--- config.mk ---
export PLATFORM = sky130hd
export DESIGN_NAME = tcp_timer_pwm
export DESIGN_NICKNAME = d
export VERILOG_FILES = /design/src/design/tcp_timer_pwm.v
export VERILOG_INCLUDE_DIRS = /design/src /design/src/design
export SDC_FILE = /design/constraint.sdc
export NUM_CORES = 1
export LEC_CHECK = 0
export BUFFER_PORTS_ARGS = -buffer_cell sky130_fd_sc_hd__buf_4
export CORE_MARGIN = 4
export CORE_UTILIZATION = 57
export CTS_CLUSTER_DIAMETER = 100
export DETAILED_ROUTE_END_ITERATION = 12
export GPL_ROUTABILITY_DRIVEN = 0
export PLACE_DENSITY_LB_ADDON = 0.1
export RECOVER_POWER = 25
export SETUP_SLACK_MARGIN = 0.1
export SLEW_MARGIN = 10
export SYNTH_ARGS = -nofsm -noshare
export SYNTH_HDL_FRONTEND = slang
export SYNTH_SLANG_ARGS = --single-unit
--- constraint.sdc ---
create_clock -name ref_clk -period 7.8 [get_ports ref_clk]
set_clock_uncertainty 0.1 [all_clocks]
set_input_delay 0.39 -clock ref_clk [delete_from_list [all_inputs] [get_ports ref_clk]]
set_output_delay 0.39 -clock ref_clk [all_outputs]
set_load 0.05 [all_outputs]
--- src/design/tcp_timer_pwm_defs.vh ---
`ifndef TCP_TIMER_PWM_DEFS_VH
`define TCP_TIMER_PWM_DEFS_VH

// counter and channel widths
`define TCP_CNT_W        16
`define TCP_CHAN_N       4
`define TCP_PRESC_W      7

// reset values
`define TCP_CNT_RST      16'h0000
`define TCP_MOD_RST      16'hffff
`define TCP_CHAN_RST     16'h0000
`define TCP_PRESC_RST    7'h00

// prescaler select codes; the top code selects the external clock, which is not in the block, so the count holds
`define TCP_PS_DIV1      3'h0
`define TCP_PS_DIV2      3'h1
`define TCP_PS_DIV4      3'h2
`define TCP_PS_DIV8      3'h3
`define TCP_PS_DIV16     3'h4
`define TCP_PS_DIV32     3'h5
`define TCP_PS_DIV64     3'h6
`define TCP_PS_EXT       3'h7

// prescaler tap masks
`define TCP_MASK_DIV1    7'h00
`define TCP_MASK_DIV2    7'h01
`define TCP_MASK_DIV4    7'h03
`define TCP_MASK_DIV8    7'h07
`define TCP_MASK_DIV16   7'h0f
`define TCP_MASK_DIV32   7'h1f
`define TCP_MASK_DIV64   7'h3f

// edge/level select pair {hi,lo}
`define TCP_ELS_OFF      2'h0
`define TCP_ELS_TOGGLE   2'h1
`define TCP_ELS_CLEAR    2'h2
`define TCP_ELS_SET      2'h3

// pair members: even channel leads, odd channel buffers
`define TCP_PAIR0_EVEN   0
`define TCP_PAIR0_ODD    1
`define TCP_PAIR2_EVEN   2
`define TCP_PAIR2_ODD    3

`endif

--- src/design/tcp_timer_pwm.v ---
// Function
// - channel writes replace compare value directly
// - compare only when counter equals value
// - compare flag at match, overflow per period
// - pair 0 link buffers channel 1 into 0
// - pair 2 link buffers channel 3 into 2
// - overflow selects most recently written set
// - pair 0 linked: channel 1 idle, pin released
// - pair 2 linked: channel 3 idle, pin released
// - toggle on overflow sets PWM period
// - pulse width runs overflow to compare
// - modulo 255 undivided gives 256 clocks
// - value 128 of 256 gives half duty
// - buffered width changes at next period
// - clear 1:0, set 1:1, complement level
// - no overflow toggle gives zero duty
// - full duty bit without toggle gives 100%
// - overflow flag on rollover after modulo
// - channel flag on each compare event
`include "tcp_timer_pwm_defs.vh"

module tcp_timer_pwm #(
  parameter CNT_W  = `TCP_CNT_W,
  parameter CHAN_N = `TCP_CHAN_N
) (
  input  wire               ref_clk,
  input  wire               rst_n,
  input  wire               counter_stop,
  input  wire               counter_reset,
  input  wire [2:0]         prescale_sel,
  input  wire               modulo_wr,
  input  wire [CNT_W-1:0]   modulo_wdata,
  input  wire               overflow_int_en,
  input  wire               overflow_flag_clear,
  input  wire [CHAN_N-1:0]  chan_value_wr,
  input  wire [CNT_W-1:0]   chan_value_wdata,
  input  wire [CHAN_N-1:0]  chan_mode_select_hi,
  input  wire [CHAN_N-1:0]  chan_mode_select_lo,
  input  wire [CHAN_N-1:0]  edge_level_select_hi,
  input  wire [CHAN_N-1:0]  edge_level_select_lo,
  input  wire [CHAN_N-1:0]  toggle_on_overflow,
  input  wire [CHAN_N-1:0]  chan_full_duty,
  input  wire [CHAN_N-1:0]  chan_int_en,
  input  wire [CHAN_N-1:0]  chan_flag_clear,
  output reg  [CNT_W-1:0]   counter_value,
  output reg                overflow_flag,
  output reg                overflow_irq,
  output reg  [CHAN_N-1:0]  chan_event_flag,
  output reg  [CHAN_N-1:0]  chan_irq,
  output reg  [CHAN_N-1:0]  chan_pin_out,
  output reg  [CHAN_N-1:0]  chan_pin_oe,
  output reg  [1:0]         pair_odd_active
);

  reg [`TCP_PRESC_W-1:0] presc;
  reg [CNT_W-1:0]        modulo_value;
  reg [CNT_W-1:0]        chan_value [0:CHAN_N-1];
  reg [1:0]              pair_last_odd;

  reg                    tick;
  reg                    ovf;
  reg [CNT_W-1:0]        next_cnt;
  reg [`TCP_PRESC_W-1:0] next_presc;
  reg [CHAN_N-1:0]       pair_linked;
  reg [CHAN_N-1:0]       cmp_en;
  reg [CHAN_N-1:0]       cmp_hit;
  reg [CNT_W-1:0]        act_val [0:CHAN_N-1];
  reg [CHAN_N-1:0]       next_pin;
  reg [CHAN_N-1:0]       next_oe;
  reg [CHAN_N-1:0]       next_chan_flag;
  reg                    next_ovf_flag;
  reg [1:0]              next_last_odd;
  reg [1:0]              next_odd_active;
  integer                i;
  integer                j;

  // tap mask of the prescaler for a select code
  function [`TCP_PRESC_W-1:0] presc_mask;
    input [2:0] ps;
    begin
      case (ps)
        `TCP_PS_DIV1:  presc_mask = `TCP_MASK_DIV1;
        `TCP_PS_DIV2:  presc_mask = `TCP_MASK_DIV2;
        `TCP_PS_DIV4:  presc_mask = `TCP_MASK_DIV4;
        `TCP_PS_DIV8:  presc_mask = `TCP_MASK_DIV8;
        `TCP_PS_DIV16: presc_mask = `TCP_MASK_DIV16;
        `TCP_PS_DIV32: presc_mask = `TCP_MASK_DIV32;
        `TCP_PS_DIV64: presc_mask = `TCP_MASK_DIV64;
        default:       presc_mask = `TCP_MASK_DIV64;
      endcase
    end
  endfunction

  // pin level after a compare action
  function compare_action;
    input [1:0] els;
    input       pin;
    begin
      case (els)
        `TCP_ELS_TOGGLE: compare_action = ~pin;
        `TCP_ELS_CLEAR:  compare_action = 1'b0;
        `TCP_ELS_SET:    compare_action = 1'b1;
        default:         compare_action = pin;
      endcase
    end
  endfunction

  // counter timebase
  always @* begin
    if (prescale_sel == `TCP_PS_EXT) begin
      // external clock input lives outside this block, so the count holds
      tick = 1'b0;
    end else begin
      tick = ~counter_stop &
             ((presc & presc_mask(prescale_sel)) == presc_mask(prescale_sel));
    end
    if (counter_reset) begin
      tick = 1'b0;
    end
    if (counter_reset || tick) begin
      next_presc = `TCP_PRESC_RST;
    end else if (counter_stop) begin
      next_presc = presc;
    end else begin
      next_presc = presc + 7'h01;
    end
    // period is modulo plus one ticks: 255 undivided is 256 clocks
    ovf = tick & (counter_value == modulo_value);
    if (counter_reset || ovf) begin
      next_cnt = `TCP_CNT_RST;
    end else if (tick) begin
      next_cnt = counter_value + 16'h0001;
    end else begin
      next_cnt = counter_value;
    end
  end

  // pair bookkeeping
  always @* begin
    pair_linked = {chan_mode_select_hi[`TCP_PAIR2_EVEN],
                   chan_mode_select_hi[`TCP_PAIR2_EVEN],
                   chan_mode_select_hi[`TCP_PAIR0_EVEN],
                   chan_mode_select_hi[`TCP_PAIR0_EVEN]};
    next_last_odd = pair_last_odd;
    if (chan_value_wr[`TCP_PAIR0_EVEN]) begin
      next_last_odd[0] = 1'b0;
    end
    if (chan_value_wr[`TCP_PAIR0_ODD]) begin
      next_last_odd[0] = 1'b1;
    end
    if (chan_value_wr[`TCP_PAIR2_EVEN]) begin
      next_last_odd[1] = 1'b0;
    end
    if (chan_value_wr[`TCP_PAIR2_ODD]) begin
      next_last_odd[1] = 1'b1;
    end
    next_odd_active = pair_odd_active;
    if (ovf) begin
      // same edge as the overflow toggle, so no period mixes two sets
      next_odd_active = next_last_odd;
    end
    if (!pair_linked[`TCP_PAIR0_EVEN]) begin
      next_last_odd[0] = 1'b0;
      next_odd_active[0] = 1'b0;
    end
    if (!pair_linked[`TCP_PAIR2_EVEN]) begin
      next_last_odd[1] = 1'b0;
      next_odd_active[1] = 1'b0;
    end
  end

  // per-channel compare and pin logic
  always @* begin
    next_ovf_flag = overflow_flag;
    if (overflow_flag_clear) begin
      next_ovf_flag = 1'b0;
    end
    if (ovf) begin
      next_ovf_flag = 1'b1;
    end
    for (i = 0; i < CHAN_N; i = i + 1) begin
      act_val[i] = chan_value[i];
      cmp_en[i] = chan_mode_select_hi[i] | chan_mode_select_lo[i];
      // take the selection that the overflow edge installs, so a compare at
      // count zero already belongs to the new period's register set
      if (i[0] == 1'b0 && pair_linked[i] && next_odd_active[i/2]) begin
        act_val[i] = chan_value[i+1];
      end
      if (i[0] == 1'b1 && pair_linked[i]) begin
        cmp_en[i] = 1'b0;
      end
      // next_cnt is what the counter shows after this edge
      cmp_hit[i] = tick & cmp_en[i] & (next_cnt == act_val[i]);
      next_pin[i] = chan_pin_out[i];
      if (ovf && toggle_on_overflow[i]) begin
        next_pin[i] = ~chan_pin_out[i];
      end
      if (cmp_hit[i]) begin
        // a compare on the overflow edge wins: width zero stays at zero
        next_pin[i] = compare_action({edge_level_select_hi[i],
                                      edge_level_select_lo[i]},
                                     next_pin[i]);
      end
      if (chan_full_duty[i] && !toggle_on_overflow[i]) begin
        // hold the pulse level, the complement of the compare action
        next_pin[i] = ~edge_level_select_lo[i];
      end
      // pin released to general use when idle or a buffer partner
      next_oe[i] = cmp_en[i] &
                   (edge_level_select_hi[i] | edge_level_select_lo[i]);
      next_chan_flag[i] = chan_event_flag[i];
      if (chan_flag_clear[i]) begin
        next_chan_flag[i] = 1'b0;
      end
      if (cmp_hit[i]) begin
        next_chan_flag[i] = 1'b1;
      end
    end
  end

  always @(posedge ref_clk) begin
    if (!rst_n) begin
      presc           <= `TCP_PRESC_RST;
      counter_value   <= `TCP_CNT_RST;
      modulo_value    <= `TCP_MOD_RST;
      overflow_flag   <= 1'b0;
      overflow_irq    <= 1'b0;
      chan_event_flag <= {CHAN_N{1'b0}};
      chan_irq        <= {CHAN_N{1'b0}};
      chan_pin_out    <= {CHAN_N{1'b0}};
      chan_pin_oe     <= {CHAN_N{1'b0}};
      pair_last_odd   <= 2'h0;
      pair_odd_active <= 2'h0;
      for (j = 0; j < CHAN_N; j = j + 1) begin
        chan_value[j] <= `TCP_CHAN_RST;
      end
    end else begin
      presc           <= next_presc;
      counter_value   <= next_cnt;
      overflow_flag   <= next_ovf_flag;
      overflow_irq    <= next_ovf_flag & overflow_int_en;
      chan_event_flag <= next_chan_flag;
      chan_irq        <= next_chan_flag & chan_int_en;
      chan_pin_out    <= next_pin;
      chan_pin_oe     <= next_oe;
      pair_last_odd   <= next_last_odd;
      pair_odd_active <= next_odd_active;
      if (modulo_wr) begin
        modulo_value <= modulo_wdata;
      end
      // own loop index: the combinational loop must not share a driver
      for (j = 0; j < CHAN_N; j = j + 1) begin
        if (chan_value_wr[j]) begin
          // no shadow copy: the very next tick already compares on it
          chan_value[j] <= chan_value_wdata;
        end
      end
    end
  end

endmodule

==> key figures <==
Finish
  • Final net count: 1,068
  • Area of the multi-input gates: 0.00448 mm2
  • Area grow syn2layout: 17.9%
  • Fillers: 1,122
  • Share of cells above drive strength 1: 0.167
  • FF/Latch Area: 0.00312 mm2
  • Ant. Diodes: 0

Yosys
  • Register area share after synthesis: 0.393
  • Count of different cell masters after synthesis: 75
  • Leading cell type by number of instances after synthesis: nand2_1
  • Avg Inst Size Synth: 8.70 um2
  • Top cells by area, synth: edfxtp_1 (24%), dfxtp_1 (15%), nand2_1 (7.0%)
  • Synth warn: 0
  • Largest area contributor in the netlist: edfxtp_1
  • Synth top cells by count: nand2_1 (149), and3_1 (69), edfxtp_1 (64)
  • Main synth FF type: edfxtp_1
  • Synthesized area: 0.00794 mm2
  • Number of synthesized flops with an enable pin: 64
  • Syn_nets: 993
  • Gate Count Post-Synth: 913
  • Area fraction of the dominant cell type after synthesis: 0.242
  • Register bit total from synthesis: 124
  • Post-synth ARST share: 0

STA
  • Final Hold Fails: 0
  • Final cycle utilization of the critical path: 0.585
  • # setup viols final: 0
  • Fin. max-slew vios: 100
  • RSZ-0062 raised after global routing: false
  • Relative slew slack: -1.32
  • FMAX: 219 MHz
  • Post-layout min period: 4560 ps
  • Tightest Pin Transition: 3490 ps
  • Final setup TNS: 0 ps

CTS
  • Post-CTS setup buffers: 0
  • Maximum clock insertion buffer count: 2
  • Hold buffers post-CTS: 0
  • CTS clk-pin slew, worst paths: 60 ps
  • Post-cts repair resize count: 0
  • CTS H-tree depth: 4
  • CTS root buf: clkbuf_16
  • Worst-Skew Late Latency: 430 ps
  • Clk sinks: 124
  • TritonCTS clock tree: yes
  • Num CTS Buffers: 17

Setup path
  • Setup CP Type: in -> reg
  • Startpoint types: input port
  • Worst Path Required: 8070 ps
  • CP Capture Type: register
  • Crit path max fanout: 99
  • Worst EP arrival: 4830 ps
  • Reg2Reg Setup Slack: 3370 ps

Placed design
  • HPWL Detailed: 16,600 um
  • # port buffers: 113

GRT
  • GRT Overall Usage: 0.294
  • First-pass GRT wire length: 37,500 um
  • Vias in the first global route: 6,996
  • Antenna violations before repair: 0
  • Pin count of the biggest net entering global routing: 100
  • Grt ovf: 0

Die
  • Row cnt: 42
  • Die Height: 126 um
  • I/O pin total: 114
  • Initial Utilization: 0.590
  • Core area: 0.0135 mm2
  • Die ar.: 0.0159 mm2
  • Die Span X: 126 um

Outcome
  • Outcome: finished with violations
  • Violated checks: capacitance limit, slew limit

Drt
  • Drt first-iter violations: 902
  • Via count: 7,430
  • Wire length on met2: 11,100 um
  • Routed WL: 23,600 um
  • Uppermost layer routed: met4
  • # DRC: 0
  • Router iterations before antenna repair: 7
  • Met1 WL: 9700 um
  • Wire length per cell: 20.1 um
  • DR WL met3: 2080 um
  • Post-detailed-route count of antenna-violating nets: 0
  • Via-to-Cell Ratio: 6.31

Min path
  • Worst Hold Class: in -> reg

Power
  • Total power: 1.75 mW
  • Peak supply drop: 0.231 mV
  • PwrDens: 187 mW/mm2
  • Leakage Power: 3.70 nW

Run
  • Max-cap check violation count: 1
==> layer usage <==
metal,vias to the layer above,global-route usage
met4,0,0.120
li1,3495,-
met5,-,0
met2,396,0.471
met3,65,0.0618
met1,3474,0.389
==> cell type report <==
type                       count  share of cell area
multi-input combinational    708               0.479
sequential                   124               0.334
timing repair buffer         119              0.0950
clock buffer                  21              0.0492
tap                          176              0.0235
clock inverter                11              0.0127
inverter                      18             0.00722
==> cell usage in the layout, fill, tap and decap left out, types with 4 or more instances in the layout <==
| cell | synthesis | layout |
|---|---|---|
| nand2b_1 | 12 | 12 |
| nand2_1 | 149 | 149 |
| inv_1 | 16 | 16 |
| nor3_1 | 21 | 21 |
| nand3_1 | 16 | 16 |
| edfxtp_1 | 64 | 64 |
| a22oi_1 | 9 | 9 |
| nand3b_1 | 6 | 6 |
| nor3b_1 | 6 | 6 |
| and2_1 | 14 | 14 |
| xnor2_1 | 44 | 44 |
| nor2_1 | 54 | 54 |
| buf_4 | 0 | 118 |
| a311oi_1 | 22 | 22 |
| a211oi_1 | 34 | 34 |
| xor2_1 | 35 | 35 |
| mux2i_1 | 21 | 21 |
| nand4_1 | 11 | 11 |
| nor2b_1 | 12 | 12 |
| o21a_1 | 8 | 8 |
| o21ai_1 | 7 | 7 |
| nor4_1 | 17 | 17 |
| a21oi_1 | 47 | 47 |
| clkbuf_16 | 0 | 17 |
| o21ai_0 | 15 | 15 |
| and3_1 | 69 | 69 |
| and4_1 | 4 | 4 |
| dfxtp_1 | 60 | 60 |
==> worst paths after layout <==
kind,to,depth (start not counted),startpoint
min,overflow_irq,2,overflow_int_en
max,chan_irq[1],4,rst_n
min reg2reg,chan_event_flag[0],2,chan_event_flag[0]
max reg2reg,chan_pin_out[1],11,counter_value[3]
==> state kept, by name (all words and copies together) (netlist names) <==
register         flops
overflow_flag        1
presc                6
chan_pin_out         4
chan_event_flag      4
chan_value          64
counter_value       16
pair_odd_active      2
pair_last_odd        2
chan_pin_oe          4
chan_irq             4
overflow_irq         1
modulo_value        16
==> kinds of logic (layout without fill, tap and decap cells) <==
logic type | Yosys count | after routing | synth area share
AND/OR/NAND/NOR | 411 | 411 | 0.266
flip-flops | 124 | 124 | 0.393
AO/OA/AOI/OAI | 193 | 193 | 0.176
multiplexers | 21 | 21 | 0.0265
adder cells (fa/ha/maj) | 2 | 2 | 0.00315
XOR/XNOR | 81 | 81 | 0.0928
buffers and inverters | 81 | 169 | 0.0424
==> per-stage QoR <==
stage                     utilization  cell area [um2]  hold slack, ps  cells  setup slack, ps
final                           0.696             9360            66.0   1177             3240
after global placement          0.653             8790             377   1145             3560
after global routing            0.696             9360            59.0   1177             2700
after detailed placement        0.653             8790             385   1145             3480
after floorplan                     -             7940             362    913             4280
after CTS                       0.696             9370            54.1   1177             3450
==> critical path, stage by stage <==
cell	delay, ps
clkbuf_1	2420
inv_1	1370
a21oi_1	450
and2_1	170
==> power breakdown <==
part / internal [mW] / total (mW) / switching, mW
registers: 0.727 / 0.765 / 0.0385
clock network: 0.484 / 0.776 / 0.292
logic: 0.0925 / 0.212 / 0.120
total: 1.30 / 1.75 / 0.450
Power figures use the tool's default switching activity.
